==> config.mk <==
export PLATFORM = sky130hd
export DESIGN_NAME = sleep_power_ctrl
export DESIGN_NICKNAME = d
export VERILOG_FILES = /design/src/sleep_power_ctrl.v /design/src/wake_delay_counter.v
export VERILOG_INCLUDE_DIRS = /design/src
export SDC_FILE = /design/constraint.sdc
export NUM_CORES = 1
export LEC_CHECK = 0
export BUFFER_PORTS_ARGS = -buffer_cell sky130_fd_sc_hd__buf_4
export CORE_MARGIN = 2
export CORE_UTILIZATION = 25
export CTS_CLUSTER_DIAMETER = 30
export CTS_CLUSTER_SIZE = 28
export DETAILED_ROUTE_END_ITERATION = 7
export PLACE_DENSITY = 0.45
export SLEW_MARGIN = 20
export SYNTH_ARGS = -nofsm -noshare
export SYNTH_HDL_FRONTEND = slang
export SYNTH_HIERARCHICAL = 1
export SYNTH_SLANG_ARGS = --single-unit
==> constraint.sdc <==
create_clock -name sys_clk_i -period 4.3 [get_ports sys_clk_i]
set_input_delay 0.43 -clock sys_clk_i [delete_from_list [all_inputs] [get_ports sys_clk_i]]
set_output_delay 0.43 -clock sys_clk_i [all_outputs]
set_load 0.005 [all_outputs]
==> src/pm_map.vh <==
/*
  Address map, field positions, reset values, mode codes and cycle counts
  for the sleep and power-management controller.
  Assumes an 8-bit register port and one system clock.
*/
`ifndef PM_MAP_VH
`define PM_MAP_VH

// register addresses
`define PM_ADDR_GATE 8'h20
`define PM_ADDR_CTRL 8'h21
`define PM_ADDR_STAT 8'h22

// core control field positions
`define PM_BIT_BOD_OFF 7
`define PM_BIT_SLEEP_EN 5
`define PM_BIT_MODE_HI 4
`define PM_BIT_MODE_LO 3
`define PM_BIT_UNLOCK 2

// peripheral gate field positions
`define PM_BIT_TIMER1 3
`define PM_BIT_TIMER0 2
`define PM_BIT_SERIAL 1
`define PM_BIT_CONV 0

// reset values
`define PM_CTRL_RST 8'h00
`define PM_GATE_RST 4'h0

// sleep mode codes
`define PM_MODE_IDLE 2'h0
`define PM_MODE_NOISE 2'h1
`define PM_MODE_DOWN 2'h2
`define PM_MODE_RSVD 2'h3

// cycle counts
`define PM_UNLOCK_CYC 3'h4
`define PM_BOD_OFF_DLY 3'h3
`define PM_BOD_OFF_ACT 3'h3
`define PM_HALT_CYC 3'h4
`define PM_SLEEP_START_CYC 16
`define PM_RESET_START_CYC 64

`endif

==> src/sleep_power_ctrl.v <==
/*
  Sleep mode and power-management controller: sleep entry, clock domain
  gating, wake qualification, start-up timing, brown-out sleep disable
  and per-peripheral clock gating.
  Assumes a core that pulses sleep_instr_i, wake sources that are
  synchronous levels, and an 8-bit register port with read data one
  cycle after the read strobe.
*/
`timescale 1ns/100ps
`include "pm_map.vh"

module sleep_power_ctrl #(
  parameter SLEEP_START_CYC = `PM_SLEEP_START_CYC,
  parameter RESET_START_CYC = `PM_RESET_START_CYC,
  parameter CNT_W = 16
) (
  input wire sys_clk_i,            // system clock, 20 MHz
  input wire rst_n_i,              // synchronous reset, active low
  input wire [7:0] addr_i,         // register address
  input wire [7:0] wr_data_i,      // register write data
  input wire wr_i,                 // write strobe
  input wire rd_i,                 // read strobe
  output reg [7:0] rd_data_o,      // read data, cycle after strobe
  input wire sleep_instr_i,        // core executes the sleep instruction
  input wire irq_any_i,            // any enabled interrupt pending
  input wire conv_done_irq_i,      // converter conversion complete
  input wire spm_ready_irq_i,      // store program / eeprom ready
  input wire ext_int_zero_lvl_i,   // level interrupt on ext int zero
  input wire pin_change_irq_i,     // pin change interrupt
  input wire serial_start_irq_i,   // serial start condition interrupt
  input wire wdt_irq_i,            // watchdog interrupt
  input wire reset_req_i,          // external, watchdog or brown-out reset
  input wire conv_enabled_i,       // converter enabled by software
  input wire bod_fuse_en_i,        // brown-out detector enabled by fuses
  output reg cpu_clk_en_o,         // cpu_clock enable
  output reg flash_clk_en_o,       // flash_clock enable
  output reg io_clk_en_o,          // io_clock enable
  output reg conv_clk_en_o,        // converter_clock enable
  output reg fast_clk_en_o,        // fast_peripheral_clock enable
  output reg osc_en_o,             // main oscillator enable
  output reg timer1_clk_en_o,      // timer one clock enable
  output reg timer0_clk_en_o,      // timer zero clock enable
  output reg serial_clk_en_o,      // serial interface clock enable
  output reg conv_periph_en_o,     // converter block clock enable
  output reg [3:0] periph_block_o, // peripheral register access blocked
  output reg input_buf_en_o,       // digital input buffers enabled
  output reg bod_en_o,             // brown-out detector enabled
  output reg conv_start_o,         // converter start pulse
  output reg wake_resume_o,        // pulse: run handler, resume after sleep
  output reg wake_restart_o,       // pulse: restart from reset vector
  output reg sleeping_o            // controller not in active state
);

  ////////////////////////////////////////////////////////////////////
  // state and register declarations

  localparam [3:0] ST_ACTIVE = 4'h1; // core running
  localparam [3:0] ST_SLEEP = 4'h2;  // in a sleep mode
  localparam [3:0] ST_START = 4'h4;  // oscillator start-up wait
  localparam [3:0] ST_HALT = 4'h8;   // four-cycle core halt
  localparam [7:0] CTRL_RST = `PM_CTRL_RST; // control byte reset image

  reg [3:0] state;               // controller state
  reg [3:0] next_state;          // next controller state
  reg sleep_enable_bit;          // software sleep enable
  reg [1:0] sleep_mode_field;    // software mode select
  reg [3:0] peripheral_clock_gate_register; // per-peripheral gates
  reg [1:0] mode_q;              // mode latched at sleep entry
  reg [2:0] unlock_cnt;          // unlock window remaining
  reg [2:0] off_cnt;             // detector-off bit timer
  reg [2:0] halt_cnt;            // halt cycles remaining
  reg bod_off_q;                 // detector switched off for this sleep
  reg [5:0] next_dom;            // next domain enables
  reg start_load;                // load start-up counter
  reg [CNT_W-1:0] start_value;   // start-up count to load

  wire ctrl_wr;                  // write to core control
  wire gate_wr;                  // write to peripheral gate
  wire unlock_open;              // unlock window is open
  wire brownout_sleep_off;       // detector-off bit is active
  wire sleep_go;                 // valid sleep entry this cycle
  wire wake_irq;                 // qualified interrupt wake
  wire start_done;               // start-up delay finished

  ////////////////////////////////////////////////////////////////////
  // functions

  // domain enables {cpu,flash,io,conv,fast,osc} for a sleep mode
  function [5:0] mode_clocks;
    input [1:0] mode;
    begin
      case (mode)
        // idle clock set
        `PM_MODE_IDLE: mode_clocks = 6'h0F;
        // noise reduction clock set
        `PM_MODE_NOISE: mode_clocks = 6'h05;
        // power-down clock set
        `PM_MODE_DOWN: mode_clocks = 6'h00;
        // reserved code stops nothing
        default: mode_clocks = 6'h3F;
      endcase
    end
  endfunction

  // wake qualification per sleep mode
  function wake_ok;
    input [1:0] mode;
    input [6:0] src; // {any,done,spm,lvl,pin,start,wdt}
    begin
      case (mode)
        `PM_MODE_IDLE: wake_ok = src[6];
        `PM_MODE_NOISE: wake_ok = src[5] | src[4] | src[3] | src[2];
        `PM_MODE_DOWN: wake_ok = src[1] | src[3] | src[2];
        default: wake_ok = 1'b0;
      endcase
    end
  endfunction

  ////////////////////////////////////////////////////////////////////
  // decode

  assign ctrl_wr = wr_i && (addr_i == `PM_ADDR_CTRL);
  assign gate_wr = wr_i && (addr_i == `PM_ADDR_GATE);
  assign unlock_open = (unlock_cnt != 3'h0);
  assign brownout_sleep_off = (off_cnt != 3'h0) && (off_cnt <= `PM_BOD_OFF_ACT);
  assign sleep_go = sleep_instr_i && sleep_enable_bit &&
                    (sleep_mode_field != `PM_MODE_RSVD);
  assign wake_irq = wake_ok(mode_q, {irq_any_i, conv_done_irq_i,
                    spm_ready_irq_i, ext_int_zero_lvl_i, pin_change_irq_i,
                    serial_start_irq_i, wdt_irq_i});

  ////////////////////////////////////////////////////////////////////
  // software registers

  // mode select, enable bit and peripheral gates
  always @(posedge sys_clk_i) begin
    if (!rst_n_i) begin
      sleep_enable_bit <= CTRL_RST[`PM_BIT_SLEEP_EN];
      sleep_mode_field <= CTRL_RST[`PM_BIT_MODE_HI:`PM_BIT_MODE_LO];
      peripheral_clock_gate_register <= `PM_GATE_RST;
    end else begin
      if (ctrl_wr) begin
        sleep_enable_bit <= wr_data_i[`PM_BIT_SLEEP_EN];
        sleep_mode_field <= wr_data_i[`PM_BIT_MODE_HI:`PM_BIT_MODE_LO];
      end
      if (gate_wr) begin
        peripheral_clock_gate_register <= wr_data_i[3:0];
      end
    end
  end

  // timed unlock of the detector-off bit
  always @(posedge sys_clk_i) begin
    if (!rst_n_i) begin
      unlock_cnt <= 3'h0;
      off_cnt <= 3'h0;
    end else begin
      // off bit runs its delay, then its active window
      if (off_cnt != 3'h0) begin
        off_cnt <= off_cnt - 3'h1;
      end
      if (ctrl_wr && wr_data_i[`PM_BIT_BOD_OFF] && wr_data_i[`PM_BIT_UNLOCK]) begin
        // rewriting inside the window neither extends nor restarts it
        if (!unlock_open) begin
          unlock_cnt <= `PM_UNLOCK_CYC;
        end else begin
          unlock_cnt <= unlock_cnt - 3'h1;
        end
      end else if (ctrl_wr && wr_data_i[`PM_BIT_BOD_OFF] && unlock_open) begin
        unlock_cnt <= 3'h0;
        off_cnt <= `PM_BOD_OFF_DLY + `PM_BOD_OFF_ACT;
      end else if (unlock_open) begin
        unlock_cnt <= unlock_cnt - 3'h1;
      end
    end
  end

  ////////////////////////////////////////////////////////////////////
  // start-up delay counter

  wake_delay_counter #(
    .W(CNT_W)
  ) u_start (
    .sys_clk_i(sys_clk_i),
    .rst_n_i(rst_n_i),
    .load_i(start_load),
    .value_i(start_value),
    .done_o(start_done)
  );

  ////////////////////////////////////////////////////////////////////
  // sleep state machine, next state

  always @* begin
    next_state = state;
    start_load = 1'b0;
    if (bod_off_q) begin
      start_value = RESET_START_CYC[CNT_W-1:0];
    end else begin
      start_value = SLEEP_START_CYC[CNT_W-1:0];
    end
    case (state)
      ST_ACTIVE: begin
        if (sleep_go) begin
          next_state = ST_SLEEP;
        end
      end
      ST_SLEEP: begin
        if (reset_req_i) begin
          next_state = ST_ACTIVE;
        end else if (wake_irq && (mode_q == `PM_MODE_DOWN || bod_off_q)) begin
          next_state = ST_START;
          start_load = 1'b1;
        end else if (wake_irq) begin
          next_state = ST_HALT;
        end
      end
      ST_START: begin
        if (reset_req_i) begin
          next_state = ST_ACTIVE;
        end else if (start_done) begin
          next_state = ST_HALT;
        end
      end
      ST_HALT: begin
        if (reset_req_i) begin
          next_state = ST_ACTIVE;
        end else if (halt_cnt == 3'h1) begin
          next_state = ST_ACTIVE;
        end
      end
      default: begin
        next_state = ST_ACTIVE;
      end
    endcase
  end

  ////////////////////////////////////////////////////////////////////
  // sleep state machine, registers

  // state, latched mode, halt count and detector-off flag
  always @(posedge sys_clk_i) begin
    if (!rst_n_i) begin
      state <= ST_ACTIVE;
      mode_q <= `PM_MODE_IDLE;
      halt_cnt <= 3'h0;
      bod_off_q <= 1'b0;
    end else begin
      state <= next_state;
      if (state == ST_ACTIVE && sleep_go) begin
        mode_q <= sleep_mode_field;
        bod_off_q <= brownout_sleep_off && (sleep_mode_field == `PM_MODE_DOWN);
      end else if (next_state == ST_ACTIVE || next_state == ST_HALT) begin
        bod_off_q <= 1'b0;
      end
      if (next_state == ST_HALT && state != ST_HALT) begin
        halt_cnt <= `PM_HALT_CYC;
      end else if (halt_cnt != 3'h0) begin
        halt_cnt <= halt_cnt - 3'h1;
      end
    end
  end

  ////////////////////////////////////////////////////////////////////
  // clock domain enables

  // domain set for the next state
  always @* begin
    case (next_state)
      ST_ACTIVE: next_dom = 6'h3F;
      ST_SLEEP: next_dom = (state == ST_ACTIVE) ? mode_clocks(sleep_mode_field)
                                                 : mode_clocks(mode_q);
      // oscillator only while it settles
      ST_START: next_dom = 6'h01;
      // cpu and flash clocks halted, the rest runs
      ST_HALT: next_dom = 6'h0F;
      default: next_dom = 6'h3F;
    endcase
  end

  // gating only, nothing cleared
  // registered clock enables and peripheral gates
  always @(posedge sys_clk_i) begin
    if (!rst_n_i) begin
      cpu_clk_en_o <= 1'b1;
      flash_clk_en_o <= 1'b1;
      io_clk_en_o <= 1'b1;
      conv_clk_en_o <= 1'b1;
      fast_clk_en_o <= 1'b1;
      osc_en_o <= 1'b1;
      timer1_clk_en_o <= 1'b1;
      timer0_clk_en_o <= 1'b1;
      serial_clk_en_o <= 1'b1;
      conv_periph_en_o <= 1'b1;
      periph_block_o <= 4'h0;
      input_buf_en_o <= 1'b1;
    end else begin
      cpu_clk_en_o <= next_dom[5];
      flash_clk_en_o <= next_dom[4];
      io_clk_en_o <= next_dom[3];
      conv_clk_en_o <= next_dom[2];
      fast_clk_en_o <= next_dom[1];
      osc_en_o <= next_dom[0];
      timer1_clk_en_o <= next_dom[1] &
                         ~peripheral_clock_gate_register[`PM_BIT_TIMER1];
      timer0_clk_en_o <= next_dom[3] &
                         ~peripheral_clock_gate_register[`PM_BIT_TIMER0];
      serial_clk_en_o <= next_dom[3] &
                         ~peripheral_clock_gate_register[`PM_BIT_SERIAL];
      conv_periph_en_o <= next_dom[2] &
                          ~peripheral_clock_gate_register[`PM_BIT_CONV];
      periph_block_o <= peripheral_clock_gate_register;
      input_buf_en_o <= next_dom[3] | next_dom[2];
    end
  end

  ////////////////////////////////////////////////////////////////////
  // detector, converter start and wake pulses

  always @(posedge sys_clk_i) begin
    if (!rst_n_i) begin
      bod_en_o <= 1'b0;
      conv_start_o <= 1'b0;
      wake_resume_o <= 1'b0;
      wake_restart_o <= 1'b0;
      sleeping_o <= 1'b0;
    end else begin
      bod_en_o <= bod_fuse_en_i & ~bod_off_q;
      conv_start_o <= (state == ST_ACTIVE) && sleep_go && conv_enabled_i &&
                      (sleep_mode_field != `PM_MODE_DOWN);
      wake_resume_o <= (state == ST_HALT) && !reset_req_i && (halt_cnt == 3'h1);
      wake_restart_o <= (state != ST_ACTIVE) && reset_req_i;
      sleeping_o <= (next_state != ST_ACTIVE);
    end
  end

  ////////////////////////////////////////////////////////////////////
  // register read port

  // read data stand the cycle after the strobe
  always @(posedge sys_clk_i) begin
    if (!rst_n_i) begin
      rd_data_o <= 8'h00;
    end else if (rd_i) begin
      case (addr_i)
        // core control with live off bit and window
        `PM_ADDR_CTRL: rd_data_o <= {brownout_sleep_off, 1'b0, sleep_enable_bit,
                                     sleep_mode_field, unlock_open, 2'h0};
        `PM_ADDR_GATE: rd_data_o <= {4'h0, peripheral_clock_gate_register};
        // controller state
        `PM_ADDR_STAT: rd_data_o <= {1'b0, bod_off_q, brownout_sleep_off,
                                     unlock_open, state};
        // unmapped reads zero
        default: rd_data_o <= 8'h00;
      endcase
    end else begin
      rd_data_o <= 8'h00;
    end
  end

endmodule // sleep_power_ctrl

==> src/wake_delay_counter.v <==
/*
  Down counter that times the oscillator start-up delay on wake.
  Assumes load_i is a one-cycle pulse and value_i is at least one.
*/
`timescale 1ns/100ps

module wake_delay_counter #(
  parameter W = 16
) (
  input wire sys_clk_i,         // system clock
  input wire rst_n_i,           // synchronous reset, active low
  input wire load_i,            // load pulse
  input wire [W-1:0] value_i,   // cycles to count
  output wire done_o            // count has run out
);

  reg [W-1:0] count; // remaining cycles

  // load or count down to zero
  always @(posedge sys_clk_i) begin
    if (!rst_n_i) begin
      count <= {W{1'b0}};
    end else if (load_i) begin
      count <= value_i;
    end else if (count != {W{1'b0}}) begin
      count <= count - {{(W-1){1'b0}}, 1'b1};
    end
  end

  assign done_o = (count == {W{1'b0}});

endmodule // wake_delay_counter

==> run metrics, run 1 <==
total power 2.17 mW; GPL Wtd Cong 0.765; uppermost layer routed met4; worst reg2reg startpoint mode_q[0]$_SDFFE_PN0P_; DRT antenna net count 0; relative slew slack 46.9%; P per Cell Area 537 nW/um^2; Post-Place Cells 577; Final Worst Setup Slack 1.46 ns; CP Class flop to flop; CP startpoint kind flop; Placed Instance Area 3770 sq um; async set-reset flop share out of synthesis 0%; hpwl dp 5.78 mm; worst hold endpoint rd_data_o[1]$_SDFF_PN0_; synth top area cells dfxtp_1, ha_1, mux2i_1; synthesized flop and latch total 65; crit path cell chain inv_1, ha_1, nor2b_1, nor4b_1, nor2_1, nor3_1, buf_4, clkinv_1, o221ai_1, nor3_1; Post-CTS Hold Fix Bufs 0; top fanout value on the critical path 12; clock buffer depth 2; main flop type after synthesis dfxtp_1; status complete, no violations; Max-Cap Viols 0; crit-path max cell delay 0.65 ns; setup_tns 0 ns; startpoint of the worst hold path addr_i[0]; global-route wire length before repair 13.0 mm; P_leak 1.71 nW; synth warn 6; Mapped Cells 349; worst reg-to-reg path cell count 10; worst endpoint required time 4.50 ns; Max H-tree Level 3; dpl ws 1.53 ns; Worst VDD drop 0.000241 V; Clock Sinks 65; RSZ-0062 raised after global routing no; clock skew 0.00594 ns; die width 116 um; drt initial violations 115; cell repeated most along the worst path nor3_1; element type at the critical path end flop; Num CTS Buffers 9; Cell Area, Synth 3140 sq um; period utilisation layout 66.0%; post-layout instance area 4050 sq um; share of cells above drive strength 1 18.6%; Tightest Hold Check Type primary input to flop; Total GRT Usage 12.6%; met2 wire length 3.68 mm; Buffers on Ports 56; routed wire length 7.83 mm; min cycle time layout 2.84 ns; CTS tree done; DRT met1 WL 3.78 mm; largest net degree at the start of global routing 34; antenna cells 0; Netlist cell types 64; final net count 466; row count 40; fmax 352 MHz; Yosys top cell area share 41.5%; Vias per Instance 4.47; Initial DRT Pass Iterations 4; Post-route DRC 0; Seq/Total Area, Yosys 41.5%; worst-margin pin slew 0.786 ns; clk_lat worst skew 0.32 ns; reg2reg setup slack 1.46 ns; Non-Filler Instances 592; Core ar. 12,100 sq um; Post-CTS Setup Repair Bufs 0; Clock transition at path regs 0.05 ns; total gr overflow 0; Detail Route met3 WL 263 um; Ports 59; root buf cell clkbuf_16; starting density of the core 25.9%; Syn Area/Cell 8.99 sq um; Max Slew Vio Count 0; cell taking the most area after synthesis dfxtp_1; vias 2,647; full die area 13,500 sq um; Fin. Hold Viols 0; CTS resizes 0; Layout area overhead 29.0%; number of synthesized flops with an enable pin 0; r2r endpoint u_start/count[13]$_SDFFE_PN0P_; hold path depth 2; Crit-path slowest cell nor4b_1; antenna violations before repair 0; Die Y 116 um; vias in the first global route 2,611; wire length per cell 13.2 um; WP data arrival 3.04 ns; Final Setup Violations 0
worst max-delay path by stage:
stage                                             start                             end  slack [ns]  cells after the start
after floorplan           u_start/count[0]$_SDFFE_PN0P_        halt_cnt[2]$_SDFFE_PN0P_        1.79                     11
after global placement           mode_q[0]$_SDFFE_PN0P_  u_start/count[13]$_SDFFE_PN0P_        1.60                     10
after detailed placement         mode_q[0]$_SDFFE_PN0P_  u_start/count[15]$_SDFFE_PN0P_        1.53                     10
after CTS                        mode_q[0]$_SDFFE_PN0P_  u_start/count[13]$_SDFFE_PN0P_        1.52                     10
after global routing             mode_q[0]$_SDFFE_PN0P_  u_start/count[13]$_SDFFE_PN0P_        1.22                     10
final                            mode_q[0]$_SDFFE_PN0P_  u_start/count[13]$_SDFFE_PN0P_        1.46                     10
synth_stat cells, types with 4 or more instances:
cell type and count:
dfxtp_1 65, nor2_1 30, nand2_1 29, nor3_1 17, inv_1 16, ha_1 15, o21ai_0 15, mux2i_1 14
a21oi_1 12, nor2b_1 10, clkbuf_1 9, xnor2_1 9, and2_1 8, nand3_1 7, and3_1 5, nand2b_1 5
nor4_1 5, nand4_1 4, o211ai_1 4, o31ai_1 4
layout by cell type (no fill, tap or decap), types with 2 or more instances in the layout:
cell       instances
and2_1             8
mux2i_1           14
a21oi_1           12
clkbuf_16          9
o31ai_1            4
ha_1              15
nand2b_1           5
clkinv_1           2
and4_1             2
nand3b_1           3
clkbuf_1           2
o221ai_1           3
nor2b_1           10
dfxtp_1           65
nor4_1             5
nand3_1            7
o211ai_1           4
inv_1             16
and3_1             5
nor4b_1            3
nand4_1            4
o31a_1             2
or4_4              2
xor2_1             3
a21boi_1           3
buf_4             58
clkinv_2           3
o21ai_0           15
o21a_1             2
xnor2_1            9
a22oi_1            3
nor2_1            30
nor3_1            17
a221oi_1           3
nand2_1           29
conb_1            19
registers in the layout, summed over array words and instances, names as in the netlist, 2 cells and up:
name                            flops
off_cnt                             3
rd_data_o                           8
u_start/count                      16
halt_cnt                            3
peripheral_clock_gate_register      4
sleep_mode_field                    2
unlock_cnt                          3
state                               4
mode_q                              2
periph_block_o                      4
per-stage QoR:
stage               hold slack, ns  utilization (%)
finish                       0.339             33.4
CTS                          0.325             33.4
global route                 0.327             33.4
floorplan                    0.445                -
detailed placement           0.460             31.1
global placement             0.456             31.1
power by group:
group / leakage, nW / switching, mW / internal (mW)
Combinational: 1.05 / 0.378 / 0.318
Clock: 0.139 / 0.250 / 0.442
Sequential: 0.529 / 0.0838 / 0.700
worst max-delay path: cells and delay by family, from the launching register on:
family	cells	cell delay, ns
compound gates	1	0.29
fa+ha+maj	1	0.25
buf+inv	3	0.58
flops	1	0.36
simple gates	5	1.25
per-layer routing:
layer  vias to the layer above  GRT usage [%]
li1                       1368              -
met1                      1226           16.1
met2                        43           20.4
met3                        10           3.71
met4                         0           4.29
met5                         -              0
cells by family after synthesis:
logic type,after synthesis,synth area share (%)
other,1,0.120
and+or+nand+nor,139,23.9
AOI/OAI and AO/OA,67,15.4
buffers and inverters,35,4.94
muxes,15,4.82
xor gates and xnor gates,12,3.35
DFF,65,41.5
adders and majority gates,15,5.98
final cells by class:
cell class / instances / area (sq um)
multi-input combinational: 267 / 1750
tap: 168 / 210
fill: 1290 / 8060
sequential: 65 / 1300
timing repair buffer: 58 / 435
clock inverter: 4 / 45.0
inverter: 19 / 73.8
clock buffer: 11 / 233
Note: power is estimated with default switching activity, not from simulation.
==> run 2: changes to the inputs <==
Settings changed: ABC_AREA set to 1, PLACE_DENSITY 0.45 to 0.46.
Clock period 4.3 ns to 2.28 ns, I/O delays scaled along.
==> run 2 against run 1 <==
Register-to-register slack worse by 1.3 ns; die area rose by 9.1%; worst hold slack got worse by 0.21 ns; synthesized cell count is 36% higher; largest cell class unchanged; critical path depth up 5; sequential share of layout area decreased by 3.0 points; combinational power grew 140%; cell area is 10% higher; area after synthesis increased by 9.4%; worst setup slack got worse by 1.3 ns.
==> run metrics, run 2 <==
status complete, no violations; global-route wire length before repair 14.1 mm; drt initial violations 90; CTS tree done; Post-route DRC 0; Fin. Hold Viols 0; Initial DRT Pass Iterations 4; Core ar. 13,300 sq um; CP startpoint kind flop; most frequent cells in the layout nand2_1, inv_1, dfxtp_1; clock power share 34.2%; top fanout value on the critical path 7; worst endpoint required time 2.51 ns; CP Class flop to flop; Final Setup Violations 0; Largest register FFs 16; clock buffer depth 2; Clock transition at path regs 0.06 ns; Crit-path slowest cell dfxtp_1; largest net degree at the start of global routing 25; Tightest Hold Check Type primary input to flop; Top reg by flops u_start/count; most frequent cells after synthesis nand2_1, inv_1, dfxtp_1, nor2_1, nand3_1; hpwl dp 6.57 mm; Worst VDD drop 0.000604 V; CTS resizes 0; number of synthesized flops with an enable pin 0; cell taking the most area after synthesis dfxtp_1; Max-Cap Viols 0; wire length per cell 11.5 um; starting density of the core 25.7%; fmax 472 MHz; cell repeated most along the worst path inv_1; Layout area overhead 29.9%; antenna violations before repair 0; sw power 1.70 mW; Buffers on Ports 56; Ports 59; clock skew 0.00652 ns; Pint 3.05 mW; Reg power frac 30.4%; antenna cells 0; element type at the critical path end flop; Mapped Cells 473; P_leak 2.14 nW; final net count 594; full die area 14,700 sq um; synthesized flop and latch total 65; synth top area cells dfxtp_1, nand2_1, inv_1; CP top delay family simple AND/OR/NAND/NOR gates; row count 42; synth warn 6; Post-CTS Hold Fix Bufs 0; worst path bufs/invs 4; Netlist cell types 37; Total GRT Usage 12.3%; dpl ws 0.129 ns; routed wire length 8.41 mm; clk_lat worst skew 0.33 ns; WP data arrival 2.35 ns; Max H-tree Level 3; die width 121 um; combinational share of power 35.4%; crit-path max cell delay 0.33 ns; setup_tns 0 ns; crit path cell chain inv_1, ha_2, nand2_4, nor2_8, nand4_4, inv_1, inv_1, a21oi_1, o21ai_2, nor2_4, nand2_4, nor2_8, nand4_4, nand2_1, inv_1; Post-CTS Setup Repair Bufs 0; reg2reg setup slack 0.16 ns; share of cells above drive strength 1 20.4%; Vias per Instance 4.19; Fillers 1,477; Num CTS Buffers 9; main flop type after synthesis dfxtp_1; Sw Ratio 35.8%; Max Slew Vio Count 0; Die Y 121 um; GPL Wtd Cong 0.803; Seq/Total Area, Yosys 37.9%; min cycle time layout 2.12 ns; total gr overflow 0; Cell Area, Synth 3430 sq um; vias 3,053; period utilisation layout 93.0%; Clock Sinks 65; Final Worst Setup Slack 0.160 ns; worst-margin pin slew 0.549 ns; async set-reset flop share out of synthesis 0%; DRT antenna net count 0; P per Cell Area 1060 nW/um^2; Top Registers u_start/count: 16 flops, rd_data_o: 8 flops; most frequent cell after synthesis nand2_1; commonest non-fill, non-tap cell in the layout nand2_1; Syn Area/Cell 7.26 sq um; vias in the first global route 3,025; root buf cell clkbuf_16; Yosys top cell area share 37.9%; RSZ-0062 raised after global routing no; relative slew slack 63.4%
[run 2: path summary, 6_finish.rpt]
check / cells after the start / startpoint / endpoint
max: 15 / u_start/count[0]$_SDFFE_PN0P_ / serial_clk_en_o$_SDFF_PN1_
max reg2reg: 15 / u_start/count[0]$_SDFFE_PN0P_ / serial_clk_en_o$_SDFF_PN1_
min: 3 / bod_fuse_en_i / bod_en_o$_SDFF_PN0_
min reg2reg: 1 / bod_off_q$_SDFFE_PN0P_ / bod_en_o$_SDFF_PN0_
[run 2: final cells by class]
class	count	area [sq um]	share of cell area (%)
clock inverters	6	114	2.55
repair buffers	59	443	9.92
inverters	83	314	7.04
well taps	176	220	4.93
clock buffers	10	239	5.35
multi-input cells	330	1830	41.0
flip-flops and latches	65	1300	29.2
[run 2: power groups by stage]
stage | Clock (mW) | Combinational (mW) | Sequential, mW
final | 1.62 | 1.68 | 1.44
after floorplan | 0 | 1.37 | 1.43
after CTS | 1.69 | 1.70 | 1.44
after global placement | 0 | 1.65 | 1.46
after detailed placement | 0 | 1.69 | 1.46
after global routing | 1.73 | 1.94 | 1.46
[run 2: worst min-delay path, cell delays in order]
cell and delay [ns]:
buf_4 0.11, nand2_1 0.04, nor2_1 0.03
[run 2: logic make-up (layout without fill, tap and decap cells)]
| group | Yosys count | count (layout) | synth area share [%] |
|---|---|---|---|
| fa+ha+maj | 15 | 15 | 5.46 |
| buf+inv | 91 | 158 | 10.3 |
| other cells | 1 | 14 | 0.109 |
| flops | 65 | 65 | 37.9 |
| compound gates | 60 | 60 | 9.95 |
| simple gates | 231 | 231 | 33.8 |
| xor+xnor | 10 | 10 | 2.55 |
[run 2: per-layer routing]
metal  global-route usage, %  routed length (um)  share of wire (%)
met2                    21.2                4100                 49
met3                    4.37                 399                4.7
met4                    3.88                 136                1.6
met1                    14.1                3780                 45
met5                       0                   0                  0
[run 2: per-stage QoR]
stage                     std cells  instance area [sq um]  power [mW]  hold WS (ns)  util [%]
after CTS                       729                   4460        4.83         0.104      33.4
after global routing            729                   4460        5.12         0.123      33.4
final                           729                   4460        4.74         0.126      33.4
after detailed placement        713                   4110        3.15         0.439      30.8
after global placement          713                   4110        3.11         0.437      30.8
after floorplan                 486                   3480        2.80         0.306         -
